<file path="src/hw/ddcs_pkg.sv">
package ddcs_pkg;
   // Drive styles
   typedef enum logic [1:0] {
      DDCS_STYLE_HIGH = 2'h0,
      DDCS_STYLE_LOW  = 2'h1,
      DDCS_STYLE_PP   = 2'h2
   } ddcs_style_type;

   // Per-channel configuration from the serial side
   typedef struct packed {
      logic [1:0] drive_mode;
      logic       static_level;
   } ddcs_chan_cfg_type;

   // Output stage control: drive enable and level
   typedef struct packed {
      logic drive_en;
      logic level;
   } ddcs_out_type;

   localparam logic [6:0] DDCS_STATUS_ADDR   = 7'h01;
   localparam logic [6:0] DDCS_DEVCFG_ADDR   = 7'h02;
   localparam int         DDCS_TRACK_BIT     = 5;
   localparam int         DDCS_POR_BIT       = 7;
   localparam logic [1:0] DDCS_MODE_DISABLED = 2'h3;
   localparam logic [1:0] DDCS_MODE_HIGH     = 2'h0;
   localparam logic [1:0] DDCS_MODE_LOW      = 2'h1;
   localparam logic [1:0] DDCS_MODE_PP       = 2'h2;
   localparam logic [7:0] DDCS_DEVCFG_RESET  = 8'h00;
   localparam logic [3:0] DDCS_BITS_LAST     = 4'hF;
endpackage

</file>
<file path="src/hw/ddcs_top.sv">
// How it works
// - Select pin low means pin control, high means serial control.
// - With select high, act as a standard serial target.
// - Shared pins become chip select, data in, data out, clock.
// - First byte out is always the status register at address one.
// - Second byte out answers the received address, whatever the direction.
// - Sample data in on rising edge, change data out on falling edge.
// - Status top bit set after power-on recovery, cleared by reading status.
// - Pin mode style: high-side, low-side on sink select, push-pull on push-pull select.
// - Serial mode ignores style pins and uses serial configuration.
// - Disabled is high-Z; transmit picks high or low per style.
// - Drive-mode field 11 forces that output high-Z.
// - Static level 1 drives high unless low-side or drive-mode 11, ignoring enable and transmit.
// - Tracking uses main channel enable and transmit for both outputs.
// - Tracking makes auxiliary use main channel configuration.
// - Tracking turns both outputs off on a fault on either.
// - Tracking flags only the faulting output.
// - Tracking enable is bit 5 of device configuration.
// - Floating limit pin flags overcurrent at once but keeps driver on.
`timescale 1ns/1ps
`default_nettype none
module ddcs_top
   import ddcs_pkg::*;
(
   input  wire logic              clk,
   input  wire logic              srst,
   input  wire logic              spi_mode_pin,
   input  wire logic              select_or_pushpull_pin,
   input  wire logic              datain_or_sink_select_pin,
   input  wire logic              spi_clk_pin,
   input  wire logic              main_channel_enable,
   input  wire logic              main_channel_transmit,
   input  wire logic              aux_channel_enable,
   input  wire logic              aux_channel_transmit,
   input  wire ddcs_chan_cfg_type main_cfg,
   input  wire ddcs_chan_cfg_type aux_cfg,
   input  wire logic [1:0]        fault_raw,
   input  wire logic [1:0]        limit_setting_pin_floating,
   input  wire logic [6:0]        status_low,
   input  wire logic [7:0]        reg_read_data,
   output logic                   dataout_or_fault_pin,
   output logic                   dataout_oe,
   output ddcs_out_type           comm_line_output,
   output ddcs_out_type           aux_line_output,
   output logic [1:0]             fault_flag,
   output logic                   output_tracking_bit,
   output logic [6:0]             reg_addr,
   output logic                   reg_write,
   output logic [7:0]             reg_wdata
);
   // Three-stage pin synchronisers
   logic [2:0] mode_s_reg, cs_s_reg, sdi_s_reg, sck_s_reg;
   logic [2:0] en1_s_reg, tx1_s_reg, en2_s_reg, tx2_s_reg;
   logic mode_reg, cs_n_reg, sdi_reg, sck_reg, en1_reg, tx1_reg, en2_reg, tx2_reg;
   always_ff @(posedge clk) begin
      mode_s_reg <= {mode_s_reg[1:0], spi_mode_pin};
      cs_s_reg   <= {cs_s_reg[1:0], select_or_pushpull_pin};
      sdi_s_reg  <= {sdi_s_reg[1:0], datain_or_sink_select_pin};
      sck_s_reg  <= {sck_s_reg[1:0], spi_clk_pin};
      en1_s_reg  <= {en1_s_reg[1:0], main_channel_enable};
      tx1_s_reg  <= {tx1_s_reg[1:0], main_channel_transmit};
      en2_s_reg  <= {en2_s_reg[1:0], aux_channel_enable};
      tx2_s_reg  <= {tx2_s_reg[1:0], aux_channel_transmit};
   end
   // A level is accepted once stages two and three agree
   always_ff @(posedge clk) begin
      if (srst) begin
         mode_reg <= 1'b0;
         cs_n_reg <= 1'b1;
         sdi_reg  <= 1'b0;
         sck_reg  <= 1'b0;
         en1_reg  <= 1'b0;
         tx1_reg  <= 1'b0;
         en2_reg  <= 1'b0;
         tx2_reg  <= 1'b0;
      end else begin
         if (mode_s_reg[2] == mode_s_reg[1]) mode_reg <= mode_s_reg[2];
         if (cs_s_reg[2] == cs_s_reg[1]) cs_n_reg <= cs_s_reg[2];
         if (sdi_s_reg[2] == sdi_s_reg[1]) sdi_reg <= sdi_s_reg[2];
         if (sck_s_reg[2] == sck_s_reg[1]) sck_reg <= sck_s_reg[2];
         if (en1_s_reg[2] == en1_s_reg[1]) en1_reg <= en1_s_reg[2];
         if (tx1_s_reg[2] == tx1_s_reg[1]) tx1_reg <= tx1_s_reg[2];
         if (en2_s_reg[2] == en2_s_reg[1]) en2_reg <= en2_s_reg[2];
         if (tx2_s_reg[2] == tx2_s_reg[1]) tx2_reg <= tx2_s_reg[2];
      end
   end

   wire spi_mode = mode_reg;
   wire frame    = spi_mode && !cs_n_reg;
   logic sck_prev_reg;
   wire sck_up   = frame && sck_reg && !sck_prev_reg;
   wire sck_down = frame && !sck_reg && sck_prev_reg;

   // Serial frame engine
   logic [3:0] bit_cnt_reg;
   logic [7:0] shift_in_reg, shift_out_reg;
   logic [6:0] addr_reg;
   logic       rd_reg, por_reg, track_reg;
   logic       sdo_reg, sdo_oe_reg, wr_reg;
   logic [7:0] wdata_reg;
   wire [7:0]  rx_byte   = {shift_in_reg[6:0], sdi_reg};
   wire [7:0]  status    = {por_reg, status_low};
   wire        byte0_end = sck_up && bit_cnt_reg == 4'h7;
   wire        byte1_end = sck_up && bit_cnt_reg == DDCS_BITS_LAST;
   wire        status_rd = byte0_end && rx_byte[0] && rx_byte[7:1] == DDCS_STATUS_ADDR;
   wire [7:0]  answer    = (rx_byte[7:1] == DDCS_STATUS_ADDR) ? status
                         : (rx_byte[7:1] == DDCS_DEVCFG_ADDR)
                         ? {2'h0, track_reg, 5'h00} : reg_read_data;

   always_ff @(posedge clk) begin
      if (srst) begin
         sck_prev_reg  <= 1'b0;
         bit_cnt_reg   <= 4'h0;
         shift_in_reg  <= 8'h00;
         shift_out_reg <= 8'h00;
         addr_reg      <= 7'h00;
         rd_reg        <= 1'b0;
         por_reg       <= 1'b1;
         track_reg     <= DDCS_DEVCFG_RESET[DDCS_TRACK_BIT];
         sdo_reg       <= 1'b0;
         sdo_oe_reg    <= 1'b0;
         wr_reg        <= 1'b0;
         wdata_reg     <= 8'h00;
      end else begin
         sck_prev_reg <= sck_reg;
         wr_reg       <= 1'b0;
         sdo_oe_reg   <= frame;
         if (!frame) begin
            bit_cnt_reg   <= 4'h0;
            shift_out_reg <= status;
            sdo_reg       <= status[7];
         end else if (sck_up) begin
            shift_in_reg <= rx_byte;
            bit_cnt_reg  <= bit_cnt_reg + 4'h1;
            if (byte0_end) begin
               addr_reg      <= rx_byte[7:1];
               rd_reg        <= rx_byte[0];
               shift_out_reg <= answer;
            end
            if (byte1_end && !rd_reg) begin
               wr_reg    <= 1'b1;
               wdata_reg <= rx_byte;
               if (addr_reg == DDCS_DEVCFG_ADDR) track_reg <= rx_byte[DDCS_TRACK_BIT];
            end
         end else if (sck_down) begin
            // Bit 7 leads; next bit appears on the falling edge
            sdo_reg       <= (bit_cnt_reg == 4'h8) ? shift_out_reg[7] : shift_out_reg[6];
            if (bit_cnt_reg != 4'h8) shift_out_reg <= {shift_out_reg[6:0], 1'b0};
         end
         // Read of status clears the recovery bit
         if (status_rd) por_reg <= 1'b0;
      end
   end

   // Drive style and channel selection
   wire tracking = spi_mode && track_reg;
   wire [1:0] pin_style = select_or_pp_style(cs_n_reg, sdi_reg);
   function automatic logic [1:0] select_or_pp_style(input logic pp, input logic sink);
      select_or_pp_style = pp ? DDCS_MODE_PP : (sink ? DDCS_MODE_LOW : DDCS_MODE_HIGH);
   endfunction
   function automatic ddcs_out_type decode(input logic spi, input logic [1:0] style,
                                           input logic level, input logic en, input logic tx);
      decode = '{drive_en: 1'b0, level: 1'b0};
      if (spi && style == DDCS_MODE_DISABLED) decode = '{drive_en: 1'b0, level: 1'b0};
      else if (spi && level) begin
         if (style != DDCS_MODE_LOW) decode = '{drive_en: 1'b1, level: 1'b1};
      end else if (en) begin
         if (!tx && style != DDCS_MODE_LOW) decode = '{drive_en: 1'b1, level: 1'b1};
         else if (tx && style != DDCS_MODE_HIGH) decode = '{drive_en: 1'b1, level: 1'b0};
      end
   endfunction

   wire ddcs_chan_cfg_type cfg1 = main_cfg;
   wire ddcs_chan_cfg_type cfg2 = tracking ? main_cfg : aux_cfg;
   wire [1:0] style1 = spi_mode ? cfg1.drive_mode : pin_style;
   wire [1:0] style2 = spi_mode ? cfg2.drive_mode : pin_style;
   wire en2 = tracking ? en1_reg : en2_reg;
   wire tx2 = tracking ? tx1_reg : tx2_reg;
   // Floating limit pin flags but never switches the driver off
   wire [1:0] trip = fault_raw & ~limit_setting_pin_floating;
   wire [1:0] kill = tracking ? {2{|trip}} : trip;
   wire ddcs_out_type o1 = decode(spi_mode, style1, cfg1.static_level, en1_reg, tx1_reg);
   wire ddcs_out_type o2 = decode(spi_mode, style2, cfg2.static_level, en2, tx2);

   always_ff @(posedge clk) begin
      if (srst) begin
         comm_line_output <= '{drive_en: 1'b0, level: 1'b0};
         aux_line_output  <= '{drive_en: 1'b0, level: 1'b0};
         fault_flag       <= 2'h0;
      end else begin
         comm_line_output <= kill[0] ? '{drive_en: 1'b0, level: 1'b0} : o1;
         aux_line_output  <= kill[1] ? '{drive_en: 1'b0, level: 1'b0} : o2;
         fault_flag       <= fault_raw;
      end
   end

   always_comb begin
      dataout_or_fault_pin = sdo_reg;
      dataout_oe           = sdo_oe_reg;
      output_tracking_bit  = track_reg;
      reg_addr             = addr_reg;
      reg_write            = wr_reg;
      reg_wdata            = wdata_reg;
   end

   a_status_first: assert property (@(posedge clk) disable iff (srst)
      $fell(cs_n_reg) && spi_mode |=> shift_out_reg == $past(status))
      else $error("status byte not loaded at frame start");
   a_por_clear: assert property (@(posedge clk) disable iff (srst)
      status_rd |=> !por_reg) else $error("recovery bit not cleared");
   a_track_both_off: assert property (@(posedge clk) disable iff (srst)
      tracking && |trip |=> !comm_line_output.drive_en && !aux_line_output.drive_en)
      else $error("tracking fault left an output on");
   a_disabled_hiz: assert property (@(posedge clk) disable iff (srst)
      spi_mode && cfg1.drive_mode == DDCS_MODE_DISABLED |=> !comm_line_output.drive_en)
      else $error("disabled channel driving");
   a_float_keeps: assert property (@(posedge clk) disable iff (srst)
      !tracking && limit_setting_pin_floating[0] |=> comm_line_output == $past(o1))
      else $error("floating limit disabled driver");
   a_write_track: assert property (@(posedge clk) disable iff (srst)
      byte1_end && !rd_reg && addr_reg == DDCS_DEVCFG_ADDR |=> track_reg == $past(rx_byte[5]))
      else $error("tracking bit not written");
   a_sdo_oe: assert property (@(posedge clk) disable iff (srst)
      !frame |=> !dataout_oe) else $error("data out driven outside frame");
   a_fault_flag: assert property (@(posedge clk) disable iff (srst)
      fault_raw == 2'h1 |=> fault_flag == 2'h1) else $error("wrong output flagged");
   c_track: cover property (@(posedge clk) tracking && en1_reg);
   c_status_rd: cover property (@(posedge clk) status_rd);
   c_write: cover property (@(posedge clk) wr_reg);
endmodule
`default_nettype wire

</file>
<file path="config.mk">
export PLATFORM = sky130hd
export DESIGN_NAME = ddcs_top
export DESIGN_NICKNAME = d
export VERILOG_FILES = /design/src/hw/ddcs_pkg.sv /design/src/hw/ddcs_top.sv
export SDC_FILE = /design/constraint.sdc
export NUM_CORES = 1
export LEC_CHECK = 0
export BUFFER_PORTS_ARGS = -buffer_cell sky130_fd_sc_hd__buf_4
export CAP_MARGIN = 15
export CORE_AREA = 2 2 82 84
export DETAILED_ROUTE_END_ITERATION = 6
export DIE_AREA = 0 0 84 86
export GPL_ROUTABILITY_DRIVEN = 0
export PLACE_DENSITY = 0.72
export SYNTH_ARGS = -nofsm -noshare
export SYNTH_HDL_FRONTEND = slang
export SYNTH_SLANG_ARGS = --single-unit
</file>
<file path="constraint.sdc">
create_clock -name clk -period 4.7 [get_ports clk]
set_clock_uncertainty 0.05 [all_clocks]
set_input_delay 0.705 -clock clk [delete_from_list [all_inputs] [get_ports clk]]
set_output_delay 0.705 -clock clk [all_outputs]
set_load 0.05 [all_outputs]
</file>
==> results_dict.tcl, run 1 <==
set metrics [dict create \
    track_usage_pct 19.1 \
    async_flop_share_pct 0 \
    seqCellArea_um2 1580 \
    yosys.area.top_type "dfxtp_1" \
    synthFlopType "dfxtp_1" \
    tns_ns 0 \
    max_stage_delay_ns 0.65 \
    fp-row-count 29 \
    yosysUniqueCellTypes 53 \
    grt_setup_unrepaired "false" \
    reg2reg_depth 6 \
    max_cap_viol_count 0 \
    drive_gt1_share_pct 23.4 \
    hp-start "tx2_s_reg[0]" \
    htreeDepth 3 \
    slew_viol_final 0 \
    drt_iter0_markers 112 \
    rrSetupSlack_ns 2.43 \
    p_per_area_nw_per_um2 351 \
    synth_seq_cells 79 \
    clock_path_buffers 2 \
    clk-insertion-delay-late_ns 0.35 \
    clk_pin_slew_ns 0.09 \
    r2r-start "mode_reg" \
    cts_tree "yes" \
    multiInputGateArea_um2 1390 \
    critPathArrivalTime_ns 2.44 \
    critPathLaunchType "register" \
    power.leakage_nw 1.51 \
    ios 60 \
    cts_resized 0 \
    synth_warnings 0 \
    wl_mm 6.59 \
    maxSlewHeadroom_pct 65.3 \
    wl_per_cell_um 14.3 \
    cts-root-buf "clkbuf_8" \
    finalNetCount 417 \
    yosys.area.top_type_share_pct 50.8 \
    overflow 0 \
    ant_nets 0 \
    synth.area.top_cells "dfxtp_1 51%, mux2i_1 6.4%, nor2_1 4.3%" \
    min_to "tx2_s_reg[1]" \
    synthesis.nets 363 \
    fin_cells 462 \
    status "finished, final reports clean" \
    fp.dieH_um 86 \
    drc 0 \
    hp-class "register to register" \
    post_cts_buffers 0 \
    synthCells 326 \
    num-fill-cells 545 \
    core_um2 6280 \
    grt_pass1_vias 2322 \
    reg2reg_to "output_tracking_bit" \
    vias 2465 \
    setup_violations 0 \
    fmax_mhz 440 \
    cp_max_fo 20 \
    critPathSlowestCell "dfxtp_1" \
    switching_share_pct 25.1 \
    cp_cell_sequence "and4bb_1 -> buf_4 -> and4_1 -> nand4_1 -> mux2i_1 -> nor2_1" \
    worst_pin_slew_ns 0.514 \
    pwr-share-clk_pct 39.6 \
    grt_max_degree 51 \
    numClockSinks 79 \
    netlist_area_um2 3110 \
    start_util_pct 49.6 \
    endpoint_kind "register" \
    seqPwrFrac_pct 53.5 \
    antenna_cells 0 \
    fin_crit_ns 2.27 \
    hold_buffers 0 \
    antenna_found_initial 0 \
    io_buffers 59 \
    via_per_inst 5.34 \
    cts-buffers-inserted 9 \
    dp_cells 446 \
    grt_pass1_wl_mm 11.1 \
    ir_drop_mv 0.264 \
    critical_path_required_ns 4.87 \
    syn_avg_cell_area_um2 9.55 \
    area_delta_synth_final_pct 21.1 \
    ys_seq_area_share_pct 50.8 \
    netSwitchingPower_mw 0.332 \
    critPathLaunch "mode_reg" \
    dieArea_um2 7220 \
    p_comb_share_pct 6.9 \
    synth-edff-count 0 \
    period_share_pct 48.4 \
    place_hpwl_mm 4.63 \
    path_class "register to register" \
    hold_depth 0 \
    die_x_um 84 \
    intPower_mw 0.993 \
    first_pass_iters 4 \
    hold_violations 0 \
]
Yosys cell counts, drive strengths merged, types with 4 or more instances:
| cell type | n |
|---|---|
| clkbuf | 6 |
| a211oi | 4 |
| nand2 | 36 |
| o21ai | 15 |
| nor2 | 37 |
| xor2 | 4 |
| o2bb2ai | 4 |
| mux2i | 20 |
| a211o | 5 |
| dfxtp | 79 |
| inv | 12 |
| a21oi | 27 |
| nor2b | 5 |
| mux2 | 4 |
| nand3 | 7 |
| buf | 11 |
| o32ai | 4 |
| nand2b | 5 |
critical path: cells and delay by family, from the launching register on:
kind	cells	cell delay (ns)
mux	1	0.17
flops	1	0.65
buf+inv	1	0.23
simple gates	4	1.03
metal layers:
| metal | GRT usage (%) | routed length (um) |
|---|---|---|
| met1 | 25.2 | 2990 |
| met2 | 30.1 | 3190 |
| met3 | 3.95 | 250 |
| met4 | 9.09 | 154 |
| met5 | 0 | 0 |
per-stage QoR:
| stage | area [um2] | utilization [%] | setup WS, ns | hold slack, ns | power, mW |
|---|---|---|---|---|---|
| finish | 3770 | 60.1 | 2.43 | 0.282 | 1.32 |
| global route | 3770 | 60.1 | 2.22 | 0.286 | 1.37 |
| CTS | 3770 | 60.1 | 2.41 | 0.284 | 1.33 |
| detailed placement | 3560 | 56.7 | 2.43 | 0.264 | 0.816 |
| global placement | 3560 | 56.7 | 2.51 | 0.261 | 0.813 |
| floorplan | 3110 | - | 2.76 | 0.260 | 0.776 |
power by group through the flow:
stage | combinational [mW] | clock [mW] | sequential [mW]
6_report | 0.0914 | 0.524 | 0.708
5_1_grt | 0.100 | 0.561 | 0.713
4_1_cts | 0.0917 | 0.534 | 0.709
3_5_place_dp | 0.0912 | 0 | 0.724
3_3_place_gp | 0.0897 | 0 | 0.723
2_1_floorplan | 0.0465 | 0 | 0.729
cells by family after synthesis:
kind of cell	synth area share [%]
AOI/OAI and AO/OA	17.2
xor gates and xnor gates	1.41
adders and majority gates	0.803
buffers and inverters	4.62
DFF	50.8
muxes	7.87
and+or+nand+nor	17.3
cells in the final DEF (no fill, tap or decap), types with 2 or more instances in the layout:
| cell type | instances |
|---|---|
| a211o_1 | 5 |
| nor2b_1 | 5 |
| nor4_1 | 2 |
| nand3b_1 | 2 |
| inv_8 | 2 |
| nand2b_1 | 5 |
| dfxtp_1 | 79 |
| and3_1 | 2 |
| a32o_1 | 2 |
| o21ai_0 | 15 |
| o2bb2ai_1 | 4 |
| mux2i_1 | 20 |
| nand4_1 | 2 |
| mux2_2 | 4 |
| a32oi_1 | 2 |
| or3_1 | 3 |
| o211ai_1 | 2 |
| buf_4 | 60 |
| inv_6 | 2 |
| nor2_1 | 36 |
| ha_1 | 2 |
| nand3_1 | 6 |
| nand2_1 | 35 |
| clkinvlp_4 | 2 |
| o311ai_0 | 3 |
| xor2_1 | 4 |
| a21oi_1 | 26 |
| clkbuf_8 | 9 |
| a211oi_1 | 4 |
| inv_1 | 12 |
| o32ai_1 | 4 |
cell type report:
| cell class | count | area share, % |
|---|---|---|
| timing repair buffer | 60 | 11.9 |
| clock inverter | 7 | 2.26 |
| inverter | 12 | 1.19 |
| tap | 77 | 2.55 |
| sequential | 79 | 41.9 |
| clock buffer | 9 | 3.28 |
| multi-input combinational | 218 | 36.8 |
worst max-delay path by stage:
stage / endpoint / slack (ns)
final: output_tracking_bit / 2.43
after global routing: output_tracking_bit / 2.22
after CTS: output_tracking_bit / 2.41
after detailed placement: output_tracking_bit / 2.43
after global placement: output_tracking_bit / 2.51
after floorplan: aux_line_output[1] / 2.76
(Power assumes the default switching activity.)
==> run 2: changes to the inputs <==
clock period = 2.23 ns   (was 4.7 ns; I/O delays follow)
==> run 2 against run 1 <==
  * Worst hold slack lost 0.25 ns
  * Die area is the same
  * Global-route usage grew 0.16 points
  * Core utilization grew 0.50 points
  * Combinational power grew 120%
  * Via count grew 2.4%
  * Sequential share of layout area shrank 0.34 points
  * First-iteration DRC count grew 3.6%
  * Critical path type unchanged
  * Non-clock buffer count grew 4
==> results_dict.tcl, run 2 (synthesized netlist as in run 1, its figures left out) <==
set metrics [dict create \
    reg2reg_depth 5 \
    placed_cell_area_um2 3590 \
    drive_gt1_share_pct 24.2 \
    overflow 0 \
    hold_buffers 0 \
    io_buffers 59 \
    maxSlewHeadroom_pct 62.2 \
    clock_path_buffers 2 \
    period_share_pct 84.9 \
    track_usage_pct 19.2 \
    ant_nets 0 \
    grt_pass1_wl_mm 10.9 \
    grt_setup_unrepaired "false" \
    hold_depth 1 \
    numClockSinks 79 \
    wl_per_cell_um 14.7 \
    drc 0 \
    critical_path_required_ns 2.48 \
    final_cell_mix "79 x dfxtp_1, 64 x buf_4, 36 x nor2_1" \
    grt_pass1_vias 2286 \
    drt_iter0_markers 116 \
    fin_crit_ns 1.89 \
    htreeDepth 3 \
    finalPower_mw 2.81 \
    worst_pin_slew_ns 0.560 \
    clk-insertion-delay-late_ns 0.35 \
    core_um2 6280 \
    tns_ns 0 \
    cp_max_fo 12 \
    max_cap_viol_count 0 \
    first_pass_iters 4 \
    via_per_inst 5.41 \
    postLayoutCellArea_um2 3800 \
    antenna_cells 0 \
    dieArea_um2 7220 \
    cts_resized 0 \
    setup_violations 0 \
    power.leakage_nw 1.54 \
    ios 60 \
    cts-buffers-inserted 9 \
    fp-row-count 29 \
    critPathSlowestCell "dfxtp_1" \
    path_class "register to register" \
    hold_violations 0 \
    fmax_mhz 528 \
    finalNetCount 421 \
    hp-class "input pin to register" \
    critPathLaunchType "register" \
    start_util_pct 49.6 \
    max_stage_delay_ns 0.60 \
    area_delta_synth_final_pct 22.1 \
    hold-worst-slack_ns 0.0305 \
    cts-root-buf "clkbuf_8" \
    vias 2523 \
    status "finished, final reports clean" \
    cp_cell_sequence "nor4b_2 -> a31oi_4 -> nor2_1 -> a2111oi_0 -> a32o_1" \
    ir_drop_mv 0.543 \
    final_common_cell "dfxtp_1" \
    fp.dieH_um 86 \
    die_x_um 84 \
    slew_viol_final 0 \
    endpoint_kind "register" \
    grt_max_degree 31 \
    p_per_area_nw_per_um2 740 \
    wl_mm 6.85 \
    post_cts_buffers 0 \
    clk_pin_slew_ns 0.09 \
    final_util_pct 60.6 \
    place_hpwl_mm 4.85 \
    cts_tree "yes" \
    critPathArrivalTime_ns 2.15 \
    antenna_found_initial 0 \
]
run 2: cell types whose count changed in the layout (fill, tap and decap cells not counted), sizes merged:
cell	before	now
inv	16	17
buf	60	64
clkinvlp	2	1
run 2: layer usage:
metal	share of wire (%)	wire length, um	track usage, %	vias to the layer above
met5	0	0	0	-
li1	-	-	-	1269
met2	49	3360	31.3	65
met3	4.1	284	3.66	12
met4	1.7	118	9.38	0
met1	45	3080	24.7	1177
run 2: layout make-up:
type	instances	area, um2
timing repair buffer	64	480
fill	533	2470
sequential	79	1580
clock buffer	9	124
tap	77	96.3
multi-input combinational	218	1390
clock inverter	7	86.3
inverter	12	45.0
run 2: worst paths after layout:
kind	from	to	slack, ns
min	aux_channel_enable	en2_s_reg[0]	0.03
max reg2reg	shift_in_reg[1]	shift_out_reg[5]	0.34
max	shift_in_reg[1]	shift_out_reg[5]	0.34
min reg2reg	sck_s_reg[0]	sck_s_reg[1]	0.28
run 2: per-stage QoR:
step                      setup slack [ns]  cells
after global placement               0.383    450
after global routing                 0.189    466
after floorplan                      0.289    326
final                                0.336    466
after detailed placement             0.382    450
after CTS                            0.365    466
run 2: worst max-delay path, delay by kind of cell (launching register included):
kind | cells | cell delay (ns)
flops | 1 | 0.60
compound gates | 3 | 0.97
simple gates | 2 | 0.23
run 2: where the power goes:
| group | total, mW | switching, mW | internal (mW) | leakage, nW |
|---|---|---|---|---|
| Combinational | 0.202 | 0.108 | 0.0949 | 0.781 |
| Clock | 1.12 | 0.576 | 0.544 | 0.105 |
| Sequential | 1.49 | 0.0292 | 1.46 | 0.651 |
==> run 3: changes to the inputs <==
CORE_AREA = 2 2 83 85   (was 2 2 82 84)
DIE_AREA = 0 0 85 87   (was 0 0 84 86)
PLACE_DENSITY = 0.74   (was 0.72)
clock period = 1.7 ns   (was 2.23 ns; I/O delays follow)
==> run 3 against run 2 <==
  * Sequential share of layout area shrank 3.0 points
  * Count of clock-buffer cells in the layout is the same
  * Non-clock buffer count grew 36
  * Clock power grew 15%
  * Sequential power grew 31%
  * Sequential cell count is the same
  * Global-route usage grew 0.74 points
  * Combinational power grew 51%
  * Die area grew 2.4%
  * Largest cell class unchanged
  * Largest power group unchanged
==> results_dict.tcl, run 3 (synthesized netlist as in run 1, its figures left out) <==
set metrics [dict create \
    ios 60 \
    cts-buffers-inserted 9 \
    finalNetCount 458 \
    dp_cells 477 \
    power.leakage_nw 1.71 \
    ir_drop_mv 0.614 \
    final_common_cell "buf_4" \
    max_cap_viol_count 0 \
    endpoint_kind "register" \
    critPathSlowestCell "dfxtp_2" \
    grt_pass1_vias 2524 \
    cp_cell_sequence "ha_1 -> nor2b_1 -> a32oi_2 -> and2_4 -> mux2i_1 -> nor2_1" \
    hold_violations 0 \
    path_class "register to register" \
    htreeDepth 3 \
    postLayoutCellArea_um2 4120 \
    first_pass_iters 4 \
    period_share_pct 95.3 \
    fin_crit_ns 1.62 \
    drc 0 \
    core_um2 6570 \
    numClockSinks 79 \
    maxSlewHeadroom_pct 64.3 \
    critPathArrivalTime_ns 1.81 \
    wl_mm 7.18 \
    dieArea_um2 7400 \
    fin_cells 506 \
    pre_cts_slack_ns 0.00342 \
    cts-root-buf "clkbuf_8" \
    grt_max_degree 35 \
    placed_cell_area_um2 3790 \
    place_hpwl_mm 5.18 \
    start_util_pct 47.4 \
    critPathLaunchType "register" \
    final_cell_mix "91 x buf_4, 75 x dfxtp_1, 36 x nor2_1" \
    vias 2652 \
    io_buffers 59 \
    worst_pin_slew_ns 0.528 \
    clk-insertion-delay-late_ns 0.34 \
    slew_viol_final 0 \
    antenna_cells 0 \
    layout_setup_ws_ns 0.0804 \
    overflow 0 \
    grt_pass1_wl_mm 11.6 \
    drt_iter0_markers 134 \
    cts_tree "yes" \
    max_stage_delay_ns 0.35 \
    area_delta_synth_final_pct 32.3 \
    setup_violations 0 \
    cp_max_fo 7 \
    grt_setup_unrepaired "false" \
    track_usage_pct 20.0 \
    p_per_area_nw_per_um2 859 \
    drive_gt1_share_pct 31.0 \
    wl_per_cell_um 14.2 \
    ant_nets 0 \
    tns_ns 0 \
    critical_path_required_ns 1.89 \
    die_x_um 85 \
    clock_path_buffers 2 \
    fp-row-count 30 \
    fp.dieH_um 87 \
    status "finished, final reports clean" \
    antenna_found_initial 0 \
    fmax_mhz 617 \
    clk_pin_slew_ns 0.09 \
    hp-class "input pin to register" \
    via_per_inst 5.24 \
]
-- run 3: cell types whose count changed in the layout (fill, tap and decap cells not counted), moves of 2 or more --
| cell | delta |
|---|---|
| dfxtp_2 | +3 |
| inv_8 | -2 |
| dfxtp_1 | -4 |
| dlygate4sd3_1 | +8 |
| buf_4 | +27 |
-- run 3: final cells by class --
cell class,instances,area (um2)
clock buffer,9,124
clock inverter,7,62.6
fill,556,2450
inverter,12,45.0
multi-input combinational,219,1420
sequential,79,1590
tap,80,100
timing repair buffer,100,783
-- run 3: critical path, delay by kind of cell (launching register included) --
family | cells | cell delay (ns)
AOI/OAI and AO/OA | 1 | 0.28
adders and majority gates | 1 | 0.20
DFF | 1 | 0.35
muxes | 1 | 0.19
and+or+nand+nor | 3 | 0.45
-- run 3: per-layer routing --
layer | up-vias | share of wire (%) | routed length [um] | GRT usage [%]
li1 | 1348 | - | - | -
met1 | 1231 | 43 | 3120 | 25.0
met2 | 62 | 50 | 3620 | 33.0
met3 | 11 | 4.4 | 318 | 5.78
met4 | 0 | 1.6 | 117 | 7.22
met5 | - | 0 | 0 | 0
-- run 3: stage by stage --
stage	hold slack, ns	power, mW	util [%]
CTS	0.0667	3.58	61.8
detailed placement	0.262	2.27	57.7
global route	0.0626	3.71	62.7
floorplan	0.233	2.14	-
finish	0.0813	3.54	62.7
global placement	0.260	2.27	57.7
-- run 3: path summary, 6_finish.rpt --
path             startpoint               end  slack [ns]  cells after the start
max          bit_cnt_reg[0]  shift_out_reg[0]        0.08                      6
min            fault_raw[1]     fault_flag[1]        0.08                      3
min reg2reg    tx2_s_reg[0]      tx2_s_reg[1]        0.28                      0
max reg2reg  bit_cnt_reg[0]  shift_out_reg[0]        0.08                      6
-- run 3: repair_timing --
action / in CTS / in global routing
hold buffers: 8 / 0
buffers inserted: 0 / 4
endpoints found under the hold margin: 8 / 0
endpoints found under the setup margin: 0 / 24
resized for setup: 0 / 10
-- run 3: power by group --
group / total [mW] / internal, mW / switching [mW] / leakage (nW)
logic: 0.305 / 0.152 / 0.153 / 0.961
registers: 1.95 / 1.91 / 0.0347 / 0.653
clock network: 1.29 / 0.558 / 0.729 / 0.0977
